**src/dcs_pkg.sv**
```systemverilog
package dcs_pkg;
    localparam int CLK_PERIOD_NS = 50;
    localparam int TICK_NS = 100000;
    localparam int TICK_CYCLES = TICK_NS / CLK_PERIOD_NS;
    localparam int TDW = $clog2(TICK_CYCLES);
    localparam int NPAIR = 3;
    localparam int NCMD = 14;
    localparam int SELW = 4;
    localparam int MMW = 16;
    localparam int FTW = 8;
    localparam int ADDR_W = 8;
    localparam int IRQW = 3;
    // Command bit positions; code in a function select field is bit index plus one.
    localparam int CMD_TORQUE_OFF = 0;
    localparam int CMD_STOP_CAT1 = 1;
    localparam int CMD_STOP_CAT2 = 2;
    localparam int CMD_LIM_SPEED_1 = 3;
    localparam int CMD_DIR_POS = 7;
    localparam int CMD_DIR_NEG = 8;
    localparam int CMD_LIM_INC = 9;
    localparam int CMD_LIM_TORQUE_1 = 10;
    localparam logic [ADDR_W-1:0] REG_FUNC_SEL = 8'h00;
    localparam logic [ADDR_W-1:0] REG_AUTO_ACT = 8'h04;
    localparam logic [ADDR_W-1:0] REG_DIAG_CFG = 8'h08;
    localparam logic [ADDR_W-1:0] REG_MM_TIME01 = 8'h0c;
    localparam logic [ADDR_W-1:0] REG_MM_TIME2 = 8'h10;
    localparam logic [ADDR_W-1:0] REG_STATUS = 8'h14;
    localparam logic [ADDR_W-1:0] REG_IRQ_STAT = 8'h18;
    localparam logic [ADDR_W-1:0] REG_IRQ_MASK = 8'h1c;
    localparam logic [ADDR_W-1:0] REG_CTRL = 8'h20;
    localparam int FS_AXIS_LSB = 12;
    localparam int DC_START_LSB = 0;
    localparam int DC_PULSE_LSB = 4;
    localparam int DC_OFF_LSB = 8;
    localparam int DC_FILT_LSB = 16;
    localparam int MM_LSB0 = 0;
    localparam int MM_LSB1 = 16;
    localparam int ST_MIS_LSB = 14;
    localparam int ST_PEND_BIT = 17;
    localparam int ST_MALM_BIT = 18;
    localparam int ST_DALM_BIT = 19;
    localparam int IRQ_MIS = 0;
    localparam int IRQ_DIAG = 1;
    localparam int IRQ_START = 2;
    localparam int CTRL_ARM_BIT = 0;
    localparam int CTRL_CLR_BIT = 1;
    localparam logic [31:0] MASK_FUNC = 32'h0000_7fff;
    localparam logic [31:0] MASK_AUTO = 32'h0000_3fff;
    localparam logic [31:0] MASK_DIAG = 32'h00ff_ff77;
    localparam logic [31:0] MASK_MM01 = 32'hffff_ffff;
    localparam logic [31:0] MASK_MM2 = 32'h0000_ffff;
    localparam logic [31:0] MASK_IRQ = 32'h0000_0007;
    localparam logic [31:0] MASK_CTRL = 32'h0000_0001;
    localparam logic [31:0] RST_WORD = 32'h0000_0000;
    localparam logic [1:0] RESP_OKAY = 2'h0;
    localparam logic [1:0] RESP_SLVERR = 2'h2;
    typedef enum logic [2:0] {DG_A_OFF, DG_A_ON, DG_B_OFF, DG_B_ON, DG_DONE} dcs_diag_t;
endpackage : dcs_pkg

```
**src/dcs_safety_input.sv**
```systemverilog
`timescale 1ns/100ps
// Behaviour
// Commands come only from wired pairs, never network.
// Each pair carries its selected command.
// Fourteen assignable commands from torque-off to torque limits.
// Pair drives axis A only or A, B, C.
// Auto-activated commands are on regardless of inputs.
// Disagreeing channels force the command off.
// Command on only when both channels on.
// Mismatch beyond limit raises alarm and stop category 1.
// Source switches both channels within mismatch time.
// Startup diagnosis toggles each selected input individually.
// Test pulses go off; inputs must follow.
// Every input passes a noise filter first.
// User checks output devices at least daily.
// Zero mismatch time disables mismatch diagnosis.
// Two test pulses never off together; configurable width.
// Finished startup diagnosis clears warning, releases torque-off.
// Test-pulse fault raises input diagnosis alarm.
// Filter passes level only after stable filter time.
// Mismatch timer restarts when channels agree.
module dcs_safety_input import dcs_pkg::*; #(
    parameter logic [MMW-1:0] PULSE_PERIOD = 16'h0064
) (
    input wire logic aclk,
    input wire logic aresetn,
    input wire logic [ADDR_W-1:0] s_axi_awaddr,
    input wire logic s_axi_awvalid,
    output logic s_axi_awready,
    input wire logic [31:0] s_axi_wdata,
    input wire logic [3:0] s_axi_wstrb,
    input wire logic s_axi_wvalid,
    output logic s_axi_wready,
    output logic [1:0] s_axi_bresp,
    output logic s_axi_bvalid,
    input wire logic s_axi_bready,
    input wire logic [ADDR_W-1:0] s_axi_araddr,
    input wire logic s_axi_arvalid,
    output logic s_axi_arready,
    output logic [31:0] s_axi_rdata,
    output logic [1:0] s_axi_rresp,
    output logic s_axi_rvalid,
    input wire logic s_axi_rready,
    input wire logic safe_in_pair1_chan_a,
    input wire logic safe_in_pair1_chan_b,
    input wire logic safe_in_pair2_chan_a,
    input wire logic safe_in_pair2_chan_b,
    input wire logic safe_in_pair3_chan_a,
    input wire logic safe_in_pair3_chan_b,
    output logic test_pulse_out_a,
    output logic test_pulse_out_b,
    output logic [NCMD-1:0] cmd_axis_a,
    output logic [NCMD-1:0] cmd_axis_bc,
    output logic startup_warning,
    output logic input_mismatch_alarm,
    output logic input_diag_alarm,
    output logic irq
);
    localparam logic [TDW-1:0] TDIV_LAST = TDW'(TICK_CYCLES - 1);
    localparam logic [MMW-1:0] P_HALF = PULSE_PERIOD >> 1;

    function automatic logic [NCMD-1:0] sel_onehot(input logic [SELW-1:0] s, input logic en);
        sel_onehot = '0;
        if (en && s != 4'h0 && s <= SELW'(NCMD)) begin
            sel_onehot = NCMD'(1) << (s - 4'h1);
        end
    endfunction : sel_onehot

    function automatic logic [31:0] wmerge(input logic [31:0] old, input logic [31:0] d,
                                           input logic [3:0] strb, input logic [31:0] m);
        logic [31:0] bm;
        bm = {{8{strb[3]}}, {8{strb[2]}}, {8{strb[1]}}, {8{strb[0]}}} & m;
        wmerge = (old & ~bm) | (d & bm);
    endfunction : wmerge

    function automatic logic is_mapped(input logic [ADDR_W-1:0] a);
        is_mapped = a <= REG_CTRL;
    endfunction : is_mapped

    logic aw_got_r, w_got_r, ar_got_r, awready_r, wready_r, arready_r, bvalid_r, rvalid_r;
    logic [1:0] bresp_r, rresp_r;
    logic [31:0] wdata_r, rdata_r, rd_word;
    logic [3:0] wstrb_r;
    logic [ADDR_W-1:0] awaddr_r, araddr_r;
    logic [31:0] func_r, auto_r, diag_r, mm01_r, mm2_r, mask_r, ctrl_r;
    logic [IRQW-1:0] irq_stat_r, irq_stat_nxt, irq_ev;
    logic irq_r, wr_fire, rd_fire, alm_clr;
    logic [TDW-1:0] tdiv_r;
    logic tick_r;
    logic [2*NPAIR-1:0] raw, filt_r;
    logic [FTW-1:0] fcnt_r [2*NPAIR];
    logic [NPAIR-1:0] raw_a, raw_b, filt_a, filt_b, pair_on, assigned, mm_hit, dg_ok;
    logic [MMW-1:0] mm_time [NPAIR];
    logic [MMW-1:0] mm_cnt_r [NPAIR];
    dcs_diag_t dg_st_r [NPAIR];
    logic [MMW-1:0] pp_r, off_eff;
    logic tpa_r, tpb_r, chk_a, chk_b, pd_fault;
    logic mis_alm_r, diag_alm_r, done_r, start_ok, warn_r;
    logic [NCMD-1:0] cmd_a_r, cmd_bc_r, cmd_a_nxt, cmd_bc_nxt;

    assign wr_fire = aw_got_r && w_got_r && !bvalid_r;
    assign rd_fire = ar_got_r && !rvalid_r;
    assign alm_clr = wr_fire && awaddr_r == REG_CTRL && wstrb_r[0] && wdata_r[CTRL_CLR_BIT];

    always_ff @(posedge aclk) begin
        if (!aresetn) begin
            aw_got_r <= 1'b0;
            awready_r <= 1'b0;
            awaddr_r <= '0;
        end else if (s_axi_awvalid && awready_r) begin
            aw_got_r <= 1'b1;
            awready_r <= 1'b0;
            awaddr_r <= {s_axi_awaddr[ADDR_W-1:2], 2'h0};
        end else if (wr_fire) begin
            aw_got_r <= 1'b0;
        end else if (!aw_got_r) begin
            awready_r <= 1'b1;
        end
    end

    always_ff @(posedge aclk) begin
        if (!aresetn) begin
            w_got_r <= 1'b0;
            wready_r <= 1'b0;
            wdata_r <= RST_WORD;
            wstrb_r <= 4'h0;
        end else if (s_axi_wvalid && wready_r) begin
            w_got_r <= 1'b1;
            wready_r <= 1'b0;
            wdata_r <= s_axi_wdata;
            wstrb_r <= s_axi_wstrb;
        end else if (wr_fire) begin
            w_got_r <= 1'b0;
        end else if (!w_got_r) begin
            wready_r <= 1'b1;
        end
    end

    always_ff @(posedge aclk) begin
        if (!aresetn) begin
            bvalid_r <= 1'b0;
            bresp_r <= RESP_OKAY;
        end else if (wr_fire) begin
            bvalid_r <= 1'b1;
            bresp_r <= is_mapped(awaddr_r) ? RESP_OKAY : RESP_SLVERR;
        end else if (s_axi_bready) begin
            bvalid_r <= 1'b0;
        end
    end

    always_ff @(posedge aclk) begin
        if (!aresetn) begin
            func_r <= RST_WORD;
            auto_r <= RST_WORD;
            diag_r <= RST_WORD;
            mm01_r <= RST_WORD;
            mm2_r <= RST_WORD;
            mask_r <= RST_WORD;
            ctrl_r <= RST_WORD;
        end else if (wr_fire) begin
            case (awaddr_r)
                REG_FUNC_SEL: func_r <= wmerge(func_r, wdata_r, wstrb_r, MASK_FUNC);
                REG_AUTO_ACT: auto_r <= wmerge(auto_r, wdata_r, wstrb_r, MASK_AUTO);
                REG_DIAG_CFG: diag_r <= wmerge(diag_r, wdata_r, wstrb_r, MASK_DIAG);
                REG_MM_TIME01: mm01_r <= wmerge(mm01_r, wdata_r, wstrb_r, MASK_MM01);
                REG_MM_TIME2: mm2_r <= wmerge(mm2_r, wdata_r, wstrb_r, MASK_MM2);
                REG_IRQ_MASK: mask_r <= wmerge(mask_r, wdata_r, wstrb_r, MASK_IRQ);
                REG_CTRL: ctrl_r <= wmerge(ctrl_r, wdata_r, wstrb_r, MASK_CTRL);
                default: ;
            endcase
        end
    end

    always_comb begin
        rd_word = RST_WORD;
        case (araddr_r)
            REG_FUNC_SEL: rd_word = func_r;
            REG_AUTO_ACT: rd_word = auto_r;
            REG_DIAG_CFG: rd_word = diag_r;
            REG_MM_TIME01: rd_word = mm01_r;
            REG_MM_TIME2: rd_word = mm2_r;
            REG_STATUS: begin
                rd_word[NCMD-1:0] = cmd_a_r;
                rd_word[ST_MIS_LSB +: NPAIR] = filt_a ^ filt_b;
                rd_word[ST_PEND_BIT] = !done_r;
                rd_word[ST_MALM_BIT] = mis_alm_r;
                rd_word[ST_DALM_BIT] = diag_alm_r;
            end
            REG_IRQ_STAT: rd_word[IRQW-1:0] = irq_stat_r;
            REG_IRQ_MASK: rd_word = mask_r;
            REG_CTRL: rd_word = ctrl_r;
            default: ;
        endcase
    end

    always_ff @(posedge aclk) begin
        if (!aresetn) begin
            ar_got_r <= 1'b0;
            arready_r <= 1'b0;
            araddr_r <= '0;
            rvalid_r <= 1'b0;
            rdata_r <= RST_WORD;
            rresp_r <= RESP_OKAY;
        end else begin
            if (s_axi_arvalid && arready_r) begin
                ar_got_r <= 1'b1;
                arready_r <= 1'b0;
                araddr_r <= {s_axi_araddr[ADDR_W-1:2], 2'h0};
            end else if (rd_fire) begin
                ar_got_r <= 1'b0;
            end else if (!ar_got_r) begin
                arready_r <= 1'b1;
            end
            if (rd_fire) begin
                rvalid_r <= 1'b1;
                rdata_r <= rd_word;
                rresp_r <= is_mapped(araddr_r) ? RESP_OKAY : RESP_SLVERR;
            end else if (s_axi_rready) begin
                rvalid_r <= 1'b0;
            end
        end
    end

    // Status bits are sticky; a new event in the clearing read cycle survives.
    assign irq_ev[IRQ_MIS] = (|mm_hit) && !mis_alm_r;
    assign irq_ev[IRQ_DIAG] = pd_fault && !diag_alm_r;
    assign irq_ev[IRQ_START] = start_ok && !done_r;
    assign irq_stat_nxt = ((rd_fire && araddr_r == REG_IRQ_STAT) ? '0 : irq_stat_r) | irq_ev;

    always_ff @(posedge aclk) begin
        if (!aresetn) begin
            irq_stat_r <= '0;
            irq_r <= 1'b0;
        end else begin
            irq_stat_r <= irq_stat_nxt;
            irq_r <= |(irq_stat_nxt & mask_r[IRQW-1:0]);
        end
    end

    always_ff @(posedge aclk) begin
        if (!aresetn) begin
            tdiv_r <= '0;
            tick_r <= 1'b0;
        end else begin
            tick_r <= tdiv_r == TDIV_LAST;
            tdiv_r <= (tdiv_r == TDIV_LAST) ? '0 : tdiv_r + 1'b1;
        end
    end

    assign raw_a = {safe_in_pair3_chan_a, safe_in_pair2_chan_a, safe_in_pair1_chan_a};
    assign raw_b = {safe_in_pair3_chan_b, safe_in_pair2_chan_b, safe_in_pair1_chan_b};
    assign raw = {raw_b, raw_a};
    assign filt_a = filt_r[NPAIR-1:0];
    assign filt_b = filt_r[2*NPAIR-1:NPAIR];
    assign pair_on = filt_a & filt_b;
    assign mm_time[0] = mm01_r[MM_LSB0 +: MMW];
    assign mm_time[1] = mm01_r[MM_LSB1 +: MMW];
    assign mm_time[2] = mm2_r[MM_LSB0 +: MMW];

    for (genvar c = 0; c < 2 * NPAIR; c++) begin : g_filt
        always_ff @(posedge aclk) begin
            if (!aresetn) begin
                filt_r[c] <= 1'b0;
                fcnt_r[c] <= '0;
            end else if (raw[c] == filt_r[c]) begin
                fcnt_r[c] <= '0;
            end else if (tick_r) begin
                if (fcnt_r[c] >= diag_r[DC_FILT_LSB +: FTW]) begin
                    filt_r[c] <= raw[c];
                    fcnt_r[c] <= '0;
                end else begin
                    fcnt_r[c] <= fcnt_r[c] + 1'b1;
                end
            end
        end
    end

    for (genvar i = 0; i < NPAIR; i++) begin : g_pair
        assign assigned[i] = func_r[i*SELW +: SELW] != 4'h0;
        assign mm_hit[i] = (filt_a[i] ^ filt_b[i]) && mm_time[i] != '0
                           && mm_cnt_r[i] >= mm_time[i];
        assign dg_ok[i] = !(assigned[i] && diag_r[DC_START_LSB+i]) || dg_st_r[i] == DG_DONE;

        always_ff @(posedge aclk) begin
            if (!aresetn) begin
                mm_cnt_r[i] <= '0;
            end else if (!(filt_a[i] ^ filt_b[i]) || mm_time[i] == '0 || !dg_ok[i]) begin
                mm_cnt_r[i] <= '0;
            end else if (tick_r && mm_cnt_r[i] != '1) begin
                mm_cnt_r[i] <= mm_cnt_r[i] + 1'b1;
            end
        end

        always_ff @(posedge aclk) begin
            if (!aresetn) begin
                dg_st_r[i] <= DG_A_OFF;
            end else begin
                case (dg_st_r[i])
                    DG_A_OFF: if (ctrl_r[CTRL_ARM_BIT] && !filt_a[i] && filt_b[i]) begin
                        dg_st_r[i] <= DG_A_ON;
                    end
                    DG_A_ON: if (pair_on[i]) begin
                        dg_st_r[i] <= DG_B_OFF;
                    end
                    DG_B_OFF: if (filt_a[i] && !filt_b[i]) begin
                        dg_st_r[i] <= DG_B_ON;
                    end
                    DG_B_ON: if (pair_on[i]) begin
                        dg_st_r[i] <= DG_DONE;
                    end
                    DG_DONE: dg_st_r[i] <= DG_DONE;
                    default: dg_st_r[i] <= DG_A_OFF;
                endcase
            end
        end
    end

    // Off windows sit in opposite halves of the period and never overlap.
    assign off_eff = (MMW'(diag_r[DC_OFF_LSB +: FTW]) >= P_HALF) ? P_HALF - 16'h0001
                     : MMW'(diag_r[DC_OFF_LSB +: FTW]);
    assign chk_a = tick_r && off_eff != '0 && pp_r == off_eff - 16'h0001;
    assign chk_b = tick_r && off_eff != '0 && pp_r == P_HALF + off_eff - 16'h0001;
    assign pd_fault = |(diag_r[DC_PULSE_LSB +: NPAIR] & assigned
                        & (({NPAIR{chk_a}} & raw_a & filt_a) | ({NPAIR{chk_b}} & raw_b & filt_b)));

    always_ff @(posedge aclk) begin
        if (!aresetn) begin
            pp_r <= '0;
            tpa_r <= 1'b1;
            tpb_r <= 1'b1;
        end else begin
            if (tick_r) begin
                pp_r <= (pp_r == PULSE_PERIOD - 16'h0001) ? '0 : pp_r + 16'h0001;
            end
            tpa_r <= !(pp_r < off_eff);
            tpb_r <= !(pp_r >= P_HALF && pp_r < P_HALF + off_eff);
        end
    end

    assign start_ok = ctrl_r[CTRL_ARM_BIT] && (&dg_ok) && (&(~assigned | pair_on));

    always_ff @(posedge aclk) begin
        if (!aresetn) begin
            mis_alm_r <= 1'b0;
            diag_alm_r <= 1'b0;
            done_r <= 1'b0;
            warn_r <= 1'b1;
        end else begin
            mis_alm_r <= (|mm_hit) || (mis_alm_r && !alm_clr);
            diag_alm_r <= pd_fault || (diag_alm_r && !alm_clr);
            done_r <= done_r || start_ok;
            warn_r <= !(done_r || start_ok);
        end
    end

    // Only the wired pairs, auto selections, the mismatch alarm and pending startup build commands.
    always_comb begin
        cmd_a_nxt = auto_r[NCMD-1:0];
        cmd_a_nxt[CMD_STOP_CAT1] = cmd_a_nxt[CMD_STOP_CAT1] | mis_alm_r;
        cmd_a_nxt[CMD_TORQUE_OFF] = cmd_a_nxt[CMD_TORQUE_OFF] | !done_r;
        cmd_bc_nxt = cmd_a_nxt;
        for (int i = 0; i < NPAIR; i++) begin
            cmd_a_nxt = cmd_a_nxt | sel_onehot(func_r[i*SELW +: SELW], pair_on[i]);
            cmd_bc_nxt = cmd_bc_nxt | sel_onehot(func_r[i*SELW +: SELW],
                                                 pair_on[i] && func_r[FS_AXIS_LSB+i]);
        end
    end

    always_ff @(posedge aclk) begin
        if (!aresetn) begin
            cmd_a_r <= '0;
            cmd_bc_r <= '0;
        end else begin
            cmd_a_r <= cmd_a_nxt;
            cmd_bc_r <= cmd_bc_nxt;
        end
    end

    assign s_axi_awready = awready_r;
    assign s_axi_wready = wready_r;
    assign s_axi_bvalid = bvalid_r;
    assign s_axi_bresp = bresp_r;
    assign s_axi_arready = arready_r;
    assign s_axi_rvalid = rvalid_r;
    assign s_axi_rdata = rdata_r;
    assign s_axi_rresp = rresp_r;
    assign test_pulse_out_a = tpa_r;
    assign test_pulse_out_b = tpb_r;
    assign cmd_axis_a = cmd_a_r;
    assign cmd_axis_bc = cmd_bc_r;
    assign startup_warning = warn_r;
    assign input_mismatch_alarm = mis_alm_r;
    assign input_diag_alarm = diag_alm_r;
    assign irq = irq_r;
endmodule : dcs_safety_input

```
**config.mk**
```make
export PLATFORM = sky130hd
export DESIGN_NAME = dcs_safety_input
export DESIGN_NICKNAME = d
export VERILOG_FILES = /design/src/dcs_pkg.sv /design/src/dcs_safety_input.sv
export SDC_FILE = /design/constraint.sdc
export NUM_CORES = 1
export LEC_CHECK = 0
export ABC_AREA = 1
export BUFFER_PORTS_ARGS = -buffer_cell sky130_fd_sc_hd__buf_2
export CELL_PAD_IN_SITES_DETAIL_PLACEMENT = 1
export CELL_PAD_IN_SITES_GLOBAL_PLACEMENT = 2
export CORE_UTILIZATION = 36
export CTS_CLUSTER_DIAMETER = 150
export CTS_CLUSTER_SIZE = 25
export DETAILED_ROUTE_END_ITERATION = 6
export MAX_ROUTING_LAYER = met4
export PLACE_DENSITY = 0.8
export SLEW_MARGIN = 5
export SYNTH_ARGS = -nofsm -noshare
export SYNTH_HDL_FRONTEND = slang
export SYNTH_SLANG_ARGS = --single-unit
export TNS_END_PERCENT = 30
```
**constraint.sdc**
```tcl
create_clock -name aclk -period 3.55 [get_ports aclk]
set_input_delay 0.71 -clock aclk [delete_from_list [all_inputs] [get_ports aclk]]
set_output_delay 0.71 -clock aclk [all_outputs]
set_load 0.01 [all_outputs]
```
; ---- After elaboration in Yosys (flattened, before gate mapping)
; Memories as Yosys holds them, arrays and structs flattened.
; Index checks and enable logic that the tools add are counted.
[classes]
order_cmp = 18
n_addsub = 17
n_mux = 228
n_bitwise = 106
shifts = 3
eq_ne = 39
reduce_logical = 141
[ops]
columns = cell, n
row1 = 32-bit AND, 8
row2 = 32-bit bitwise OR, 7
row3 = 1-bit two-way mux, 172
row4 = 8-bit two-way mux, 19
row5 = 17-bit case mux with 8 select lines, 1
row6 = 16-bit two-way mux, 7
row7 = 14-bit two-way mux, 6
row8 = 14-bit bitwise OR, 6
row9 = 12-bit case mux with 7 select lines, 1
row10 = "16-bit by 1-bit adder with 16-bit output, second input constant", 4
row11 = 16-bit nonzero test, 4
row12 = 1-bit logical AND, 57
row13 = 3-bit two-way mux, 19
row14 = "8-bit by 1-bit adder with 8-bit output, second input constant", 6
row15 = 16-bit >= comparator, 3
row16 = 8-bit >= comparator, 6
row17 = 16-bit logical NOT, 3
row18 = "16-bit != test, second input constant", 3
row19 = 1-bit bitwise OR, 44
row20 = "1-bit by 4-bit << shifter with 14-bit output, first input constant", 3
row21 = "6-bit by 3-bit equality test with 1-bit output, second input constant", 6
row22 = 32-bit by 1-bit AND with 32-bit output, 1
row23 = 32-bit by 14-bit AND with 32-bit output, 1
row24 = 32-bit by 15-bit AND with 32-bit output, 1
row25 = other kinds (50), 164
[word_totals]
word_cells = 596
ff_bits = 388
n_memories = 3
out_inout_bits = 75
ram_bits = 105
inputBits = 65
[memory_table]
columns = memory, words, word_bits, rd, rd_ports_with_merged_regs, write_ports, line_no
row1 = fcnt_r, 6, 8, 6, 0, 6, dcs_safety_input.sv:91  ; logic [FTW-1:0] fcnt_r [2*NPAIR];
row2 = mm_cnt_r, 3, 16, 3, 0, 3, dcs_safety_input.sv:94  ; logic [MMW-1:0] mm_cnt_r [NPAIR];
row3 = dg_st_r, 3, 3, 3, 0, 3, dcs_safety_input.sv:95  ; dcs_diag_t dg_st_r [NPAIR];

; ---- Logic depth before layout (Yosys ltp)
; Gate-level depths: netlist of run 1.
[logic_depth]
ltp_word = 15
ltp_mapped = 24

; ---- Worst setup path before layout of run 1
; Ideal clock, no wire load.
[synth_path]
path_type = register -> register
start = memory mm_cnt_r[2][0]
end = memory mm_cnt_r[2][0] (enable)
setup_slack_ns = 0.865
path_stages_with_launch = 14
period_less_slack_ns = 2.685
setup_ns = 0.416
arrival_time_ns = 2.269
path_cell_list = edfxtp_1 > ha_1 > nand2_1 > nor2_1 > inv_1 > nor2_1 > inv_1 > nor3_1 > nand2_1 > nor2_1 > nand3_1 > nand4_1 > buf_2 > nand3_1
[synth_lines]
columns = item, line_no
row1 = "start, declared", dcs_safety_input.sv:94

==> impl_metrics.ini, run 1 <==
[status]
status = completed

[routing]
ant_nets = 0
drtIter0Drc = 887
firstDrtPassIters = 5
drc_errors = 0
vias = 18000
wl_per_cell_um = 20.3
drt_wl_total_um = 67700
viasPerCell = 5.39

[sta]
slew_headroom_pct = 27.7
maxSlewViolCount = 0
min_period_ns = 3.08
hold_viol_final = 0
fmax_mhz = 325
finalSetupViolCount = 0
rsz0062_at_grt = no
fin_crit_sh_pct = 86.7
clock_skew_ns = 0.0251
holdWs_ns = 0.394
worst_pin_slew_ns = 1.08
tns_ns = 0

[grt]
grt.met2_usage_pct = 41.0
grt_usage_pct = 25.0
busiest_layer = met2
grt_pass1_wl_um = 106000
grtUsageMet3_pct = 2.12
grt_max_degree = 85
gr-total-overflow = 0
antenna_found_initial = 0
grt_pass1_vias = 18600
met1_usage_pct = 33.6

[synth]
yosys_most_used_dff = dfxtp_1
yosys.cell_types.count = 59
synth-async-reset-ratio_pct = 0
syn_area_um2 = 19700
synth.avg_cell_area_um2 = 7.80
yosys_register_bits = 370
synth_enable_flop_cells = 105
yosysWarnings = 0
synth_seq_area_share_pct = 42.9
synthCells = 2528

[cts]
cts-buffers-inserted = 18
cts-htree-levels = 1
clkTransAtPathRegs_ns = 0.11
cts_resized = 0
cts_buffer_depth = 3
post-cts-setup-buffers = 0
cts.sinks = 370
clockRootBuffer = clkbuf_16
cts_tree = yes
clock_latency_ns = 0.57
cts_hold_buf = 0

[critical_path]
start_kind = flop
path_max_fanout = 7
worstReg2RegEnd = irq$_SDFF_PN0_
cp_common_cell = nand2_1
path_cells = inv_1, nand2_1, inv_2, nand2_4, nor2_4, ha_1, inv_1, nor2_1, nor2_1, xor2_1, nand3_1, a21oi_1, nand3_1, nor2_2, nand4_1, nand2_1, nand2_1, nand2_2, nand2_2, nand2_1, nand3_1, nand2_1
ff2ff_setup_slack_ns = 0.47
path_class = reg2reg
end_kind = flop
critPathMaxStageDelay_ns = 0.31
crit_required_ns = 4.06
ff2ff_path_depth = 22
crit_slowest_cell = dfxtp_1
worstPathArrival_ns = 3.59

[hold_path]
hold_depth = 3
hp-class = in2reg
min_from = s_axi_wdata[13]
hold_end = wdata_r[13]$_SDFFE_PN0P_

[finish]
drive_above_1_share_pct = 8.51
finalNonFillerCells = 3341
synthToLayoutAreaGrowth_pct = 10.1
diodes = 0
nNetsFinal = 2835

[power]
powerDensity_nw_per_um2 = 345
p_total_mw = 7.49
cellLeakagePower_nw = 8.62
ir_drop_mv = 0.264

[job]
drv_cap = 0

[place]
port-buffer-count = 133
dp.cells = 3312
dp_hpwl_um = 52300
routabilityCongestion = 0.949

[floorplanning]
die_h_um = 236
num_rows = 85
pin_count = 140
initial_core_util_pct = 36.6
core_area_um2 = 53900
dieArea_um2 = 55700
die_x_um = 236
-- critical path, delay by kind of cell, from the launching register on --
kind                     cells  cell delay [ns]
AND/OR/NAND/NOR             16             1.73
buffers and inverters        3             0.43
flip-flops                   1             0.31
adder cells (fa/ha/maj)      1             0.25
XOR/XNOR                     1             0.15
AO/OA/AOI/OAI                1             0.12
-- through the flow --
step | cell area, µm² | worst slack [ns] | utilization, %
2_1_floorplan | 19700 | 0.865 | -
3_3_place_gp | 21200 | 0.541 | 39.3
3_5_place_dp | 21200 | 0.482 | 39.3
4_1_cts | 21700 | 0.447 | 40.2
5_1_grt | 21700 | 0.0831 | 40.2
6_report | 21700 | 0.473 | 40.2
-- synthesized netlist by cell type (all sizes together) (3+ instances only) --
library cell	number	area share, %
nand4	38	1.2
o22ai	24	0.76
and3	6	0.19
a41oi	8	0.36
nand3	87	2.4
or2	6	0.19
nand3b	6	0.23
o21ai	216	5.5
a2111oi	3	0.13
inv	325	6.2
xnor2	11	0.49
nor3	58	1.5
a22oi	11	0.42
a21oi	290	7.4
dfxtp	265	27
o41ai	3	0.13
a221oi	11	0.49
nor4	15	0.48
o2111ai	7	0.31
a31oi	20	0.63
nand2	330	6.4
nor3b	23	0.88
xor2	40	1.8
nor2	350	6.8
o221ai	8	0.36
buf	12	0.36
o211ai	8	0.33
a211oi	21	0.83
clkbuf	71	1.4
edfxtp	105	16
ha	134	8.5
-- per-layer routing --
metal / routed length [µm] / vias to the layer above / part of all wire, %
li1: - / 8775 / -
met1: 32300 / 8853 / 48
met2: 31700 / 312 / 47
met3: 2300 / 74 / 3.4
met4: 1350 / 0 / 2.0
met5: 0 / - / 0
-- where the power goes --
group	total (mW)	leakage [nW]	switching, mW	internal [mW]
combinational	0.536	5.01	0.361	0.175
clock	2.43	0.239	1.46	0.969
sequential	4.52	3.37	0.105	4.42
total	7.49	8.62	1.93	5.56
-- worst max path at each step --
stage / to / cells after the start / slack [ns]
floorplan: mm_cnt_r[2][0]$_SDFFCE_PN0P_ / 13 / 0.86
global placement: irq$_SDFF_PN0_ / 22 / 0.54
detailed placement: irq$_SDFF_PN0_ / 22 / 0.48
CTS: irq$_SDFF_PN0_ / 22 / 0.45
global route: irq$_SDFF_PN0_ / 22 / 0.08
finish: irq$_SDFF_PN0_ / 22 / 0.47
-- cell families after synthesis --
logic type,Yosys count,share of synthesized area [%]
buf+inv,410,7.93
compound gates,638,17.9
simple gates,923,20.4
fa+ha+maj,134,8.51
other cells,2,0.0381
xor+xnor,51,2.27
flops,370,42.9
-- layout make-up --
| cell class | count | area (µm²) |
|---|---|---|
| tap | 696 | 871 |
| clock buffer | 27 | 484 |
| fill | 6655 | 32200 |
| sequential | 370 | 8460 |
| timing repair buffer | 167 | 923 |
| inverter | 327 | 1230 |
| multi-input combinational | 1752 | 9710 |
| clock inverter | 2 | 23.8 |
-- placed cells by master, fill, tap and decap left out, types with 7 or more instances in the layout --
cell type	count
a221oi_1	11
a31oi_1	20
xor2_1	40
a41oi_1	8
edfxtp_1	105
a211oi_1	20
a21oi_1	290
buf_4	35
o221ai_1	8
nor3_1	57
a22oi_1	11
o211ai_1	7
xnor2_1	11
dfxtp_1	265
inv_2	9
inv_1	317
clkbuf_16	18
o2111ai_1	7
nand4_1	38
o21ai_0	212
nor3b_1	23
nor4_1	15
nor2_1	343
ha_1	134
clkbuf_1	9
nand2_1	322
nand3_1	82
o22ai_1	24
buf_2	132
No activity file was read; power rests on OpenSTA's default activity.
==> inputs of run 2 (changes only) <==
- GPL_TIMING_DRIVEN: unset -> 0
- PLACE_DENSITY: 0.8 -> unset
- PLACE_DENSITY_LB_ADDON: unset -> 0.1
- SKIP_LAST_GASP: unset -> 1
==> run 2 against run 1 <==
Die area unchanged. Critical path depth down 14. Non-clock buffer count up 47. Cell area up 0.41%. Sequential power about the same. Critical endpoint is now cmd_axis_bc[10]$_SDFF_PN0_.
==> impl_metrics.ini, run 2 (synthesis results as in run 1) <==
[sta]
rsz0062_at_grt = yes
worst_pin_slew_ns = 1.11
slew_headroom_pct = 26.3
finalWorstSetupSlack_ns = 0.253
finalSetupViolCount = 0
fmax_mhz = 303
fin_crit_sh_pct = 92.9
min_period_ns = 3.30
clock_skew_ns = 0.0435
hold_viol_final = 0
maxSlewViolCount = 0

[grt]
grt_usage_pct = 27.3
gr-total-overflow = 0
grt_pass1_wl_um = 114000
antenna_found_initial = 3
grt_pass1_vias = 18600
grt_max_degree = 27

[routing]
wl_per_cell_um = 22.0
firstDrtPassIters = 5
drt_wl_total_um = 74700
viasPerCell = 5.44
drc_errors = 0
vias = 18400
drtIter0Drc = 1085
ant_nets = 0

[critical_path]
crit_required_ns = 4.03
crit_slowest_cell = nor2_1
path_cells = ha_1, inv_1, nor2_1, o21ai_0, nor2_1, buf_2, a22oi_1, a21oi_1
path_max_fanout = 10
worstPathArrival_ns = 3.77
critPathMaxStageDelay_ns = 0.63
end_kind = flop
cp_common_cell = nor2_1
start_kind = flop
path_class = reg2reg

[cts]
cts-buffers-inserted = 18
clkTransAtPathRegs_ns = 0.11
clockRootBuffer = clkbuf_16
cts-htree-levels = 1
post-cts-setup-buffers = 0
cts_tree = yes
cts_buffer_depth = 3
cts.sinks = 370
clock_latency_ns = 0.59

[place]
dp.cells = 3359
port-buffer-count = 131
dp_hpwl_um = 59700
routabilityCongestion = 0.936
pre_cts_ws_ns = -0.428

[finish]
layout_commonest_cell = nor2_1
drive_above_1_share_pct = 7.32
final_cell_mix = 344 x nor2_1, 322 x nand2_1, 317 x inv_1
finalNonFillerCells = 3389
nNetsFinal = 2882
synthToLayoutAreaGrowth_pct = 10.5

[power]
ir_drop_mv = 0.320
p_total_mw = 7.57
cellLeakagePower_nw = 8.58
powerDensity_nw_per_um2 = 348

[floorplanning]
dieArea_um2 = 55700
die_x_um = 236
num_rows = 85
initial_core_util_pct = 36.6
pin_count = 140
core_area_um2 = 53900
die_h_um = 236

[job]
drv_cap = 0

[status]
status = completed

[hold_path]
hp-class = in2reg
[run 2: changes by cell type in the layout (fill, tap and decap cells not counted), moves of 2 or more]
cell,delta
buf_2,+4
diode_2,+2
buf_1,+3
clkbuf_1,+70
buf_4,-32
[run 2: layer usage]
layer / GRT usage [%] / share of wire [%]
met1: 37.5 / 47
met2: 44.2 / 47
met3: 3.03 / 4.9
met5: - / 0
met4: 3.70 / 1.3
[run 2: final timing paths]
kind | to | slack [ns] | depth (start not counted) | from
max | cmd_axis_bc[10]$_SDFF_PN0_ | 0.25 | 8 | filt_a[0]$_SDFFE_PN0P_
min | s_axi_rvalid$_SDFFE_PN0P_ | 0.38 | 4 | s_axi_rready
max reg2reg | cmd_axis_bc[10]$_SDFF_PN0_ | 0.25 | 8 | filt_a[0]$_SDFFE_PN0P_
min reg2reg | s_axi_rdata[27]$_SDFFE_PN0P_ | 0.46 | 2 | flop
[run 2: area by class of cell]
cell class                 instances  area [µm²]
fill                            6659       32100
multi-input combinational       1752        9720
sequential                       370        8460
inverter                         327        1230
tap                              696         871
timing repair buffer             131         656
clock buffer                      26         480
buffer                            83         337
clock inverter                     2        37.5
antenna                            2        5.00
[run 2: what timing repair did]
| action | in CTS | in global routing |
|---|---|---|
| setup endpoints to repair | 16 | 48 |
| hold buffers | 0 | 0 |
| cloned | 0 | 0 |
| resized for setup | 1 | 1 |
[run 2: power by group]
group          leakage [nW]  total [mW]  switching (mW)  internal [mW]
clock network         0.243        2.48            1.50          0.973
registers              3.37        4.53           0.108           4.42
logic                  4.97       0.570           0.397          0.172
[run 2: metrics by stage]
stage | utilization (%) | cell area, µm² | TNS (ns) | hold WS [ns]
final | 40.4 | 21800 | 0 | 0.375
after global routing | 40.4 | 21800 | -2.01 | 0.381
after CTS | 40.4 | 21800 | 0 | 0.348
after detailed placement | 39.4 | 21300 | -7.77 | 0.449
after global placement | 39.4 | 21300 | -9.98 | 0.429
after floorplan | - | 19700 | 0 | 0.418
[run 2: worst max-delay path: cells and delay by family, from the launching register on]
kind / cells / cell delay (ns)
AO/OA/AOI/OAI: 3 / 0.74
adder cells (fa/ha/maj): 1 / 0.34
buffers and inverters: 2 / 0.50
flip-flops: 1 / 0.48
AND/OR/NAND/NOR: 2 / 1.14
==> inputs of run 3 (changes only) <==
- BUFFER_PORTS_ARGS: -buffer_cell sky130_fd_sc_hd__buf_2 -> unset
- CORE_UTILIZATION: 36 -> 38
- DONT_BUFFER_PORTS: unset -> 1
==> run 3 against run 2 <==
Clock skew is 0.018 ns lower. Cell area fell by 3.1%. Largest power group unchanged. Critical endpoint is now mm_cnt_r[2][11]$_SDFFCE_PN0P_. First-iteration DRC count grew 21%.
==> impl_metrics.ini, run 3 (synthesis results as in run 1) <==
[sta]
worst_pin_slew_ns = 1.07
fmax_mhz = 306
rsz0062_at_grt = yes
tns_ns = 0
min_period_ns = 3.27
hold_viol_final = 0
maxSlewViolCount = 0
holdWs_ns = 0.300
clock_skew_ns = 0.0253
slew_headroom_pct = 28.6
finalSetupViolCount = 0
fin_crit_sh_pct = 92.0

[grt]
grt_usage_pct = 28.3
grt_max_degree = 27
antenna_found_initial = 9
grt_pass1_wl_um = 111000
grt_pass1_vias = 18000
gr-total-overflow = 0

[routing]
wl_per_cell_um = 22.6
drtIter0Drc = 1316
drt_wl_total_um = 73500
drc_errors = 0
ant_nets = 0
vias = 17900
viasPerCell = 5.51
firstDrtPassIters = 6

[floorplanning]
initial_core_util_pct = 38.4
pin_count = 140
core_area_um2 = 51300
num_rows = 83
die_h_um = 230
die_x_um = 230
dieArea_um2 = 52800

[status]
status = completed

[critical_path]
end_kind = flop
path_class = reg2reg
crit_required_ns = 3.70
start_kind = flop
worstPathArrival_ns = 3.41
path_max_fanout = 16
ff2ff_path_depth = 13

[finish]
drive_above_1_share_pct = 2.62
nNetsFinal = 2751
final_cell_mix = 344 x nor2_1, 321 x nand2_1, 317 x inv_1
layout_commonest_cell = nor2_1
fill_cells = 6378
synthToLayoutAreaGrowth_pct = 7.10

[cts]
clockRootBuffer = clkbuf_16
clock_latency_ns = 0.58
cts.sinks = 370
cts-htree-levels = 1
cts_tree = yes
post-cts-setup-buffers = 0
cts-buffers-inserted = 18
cts_buffer_depth = 3
clkTransAtPathRegs_ns = 0.11

[power]
cellLeakagePower_nw = 7.96
pwr-share-clk_pct = 33.0
swShare_pct = 26.5
p_int_mw = 5.52
p_comb_share_pct = 6.6
ir_drop_mv = 0.347
p_total_mw = 7.52
powerDensity_nw_per_um2 = 356
share_seq_of_total_power_pct = 60.5
power.switching_mw = 1.99

[hold_path]
hold_depth = 2
hp-class = in2reg

[place]
port-buffer-count = 0
dp_hpwl_um = 58500
routabilityCongestion = 0.931

[job]
drv_cap = 0
[run 3: layer usage]
metal  global-route usage (%)  wire length, µm  vias up
met2                     44.4            33200      438
met4                     7.97             2200        0
met5                        -                0        -
met1                     36.8            33200     8769
li1                         -                -     8614
met3                     5.79             4960       94
[run 3: worst paths after layout]
path / start / to / slack, ns
setup / recovery: mm_cnt_r[2][0]$_SDFFCE_PN0P_ / mm_cnt_r[2][11]$_SDFFCE_PN0P_ / 0.28
hold / removal: s_axi_wdata[31] / wdata_r[31]$_SDFFE_PN0P_ / 0.30
setup reg to reg: mm_cnt_r[2][0]$_SDFFCE_PN0P_ / mm_cnt_r[2][11]$_SDFFCE_PN0P_ / 0.28
hold reg to reg: tdiv_r[0]$_SDFF_PP0_ / tdiv_r[0]$_SDFF_PP0_ / 0.46
[run 3: through the flow]
step	worst slack, ns	instance area, µm²	instances	util (%)
global placement	-0.174	20600	3212	40.1
detailed placement	-0.245	20600	3212	40.1
floorplan	0.865	19700	2532	-
CTS	0.0956	21100	3240	41.1
finish	0.283	21100	3249	41.2
global route	-0.112	21100	3249	41.2
[run 3: cell type report]
class                           count  area (µm²)  area share, %
Multi-Input combinational cell   1752        9710           46.0
Tap cell                          680         851           4.03
Clock inverter                      2        23.8          0.113
Inverter                          327        1230           5.81
Sequential cell                   370        8460           40.1
Buffer                             83         337           1.59
Antenna cell                        9        22.5          0.107
Clock buffer                       26         480           2.28
[run 3: timing repair]
item                       4_1_cts  5_1_grt
setup endpoints to repair       16       48
resized for setup                1        1
hold buffers                     0        0
[run 3: power by group through the flow]
stage	Combinational (mW)	Sequential, mW	Clock [mW]
6_report	0.493	4.54	2.48
5_1_grt	0.554	4.56	2.67
4_1_cts	0.494	4.55	2.56
3_5_place_dp	0.491	4.64	0
3_3_place_gp	0.475	4.64	0
2_1_floorplan	0.325	4.58	0
[run 3: critical path, cell delays in order, from the launching register on]
cell	delay (ns)
edfxtp_1	0.42
ha_1	0.18
nand2_1	0.07
nor2_1	0.16
inv_1	0.06
nor2_1	0.18
inv_1	0.11
nor3_1	0.23
nand2_1	0.09
nor2_1	0.22
nand3_1	0.10
nand4_1	0.28
buf_2	0.31
nand3_2	0.41
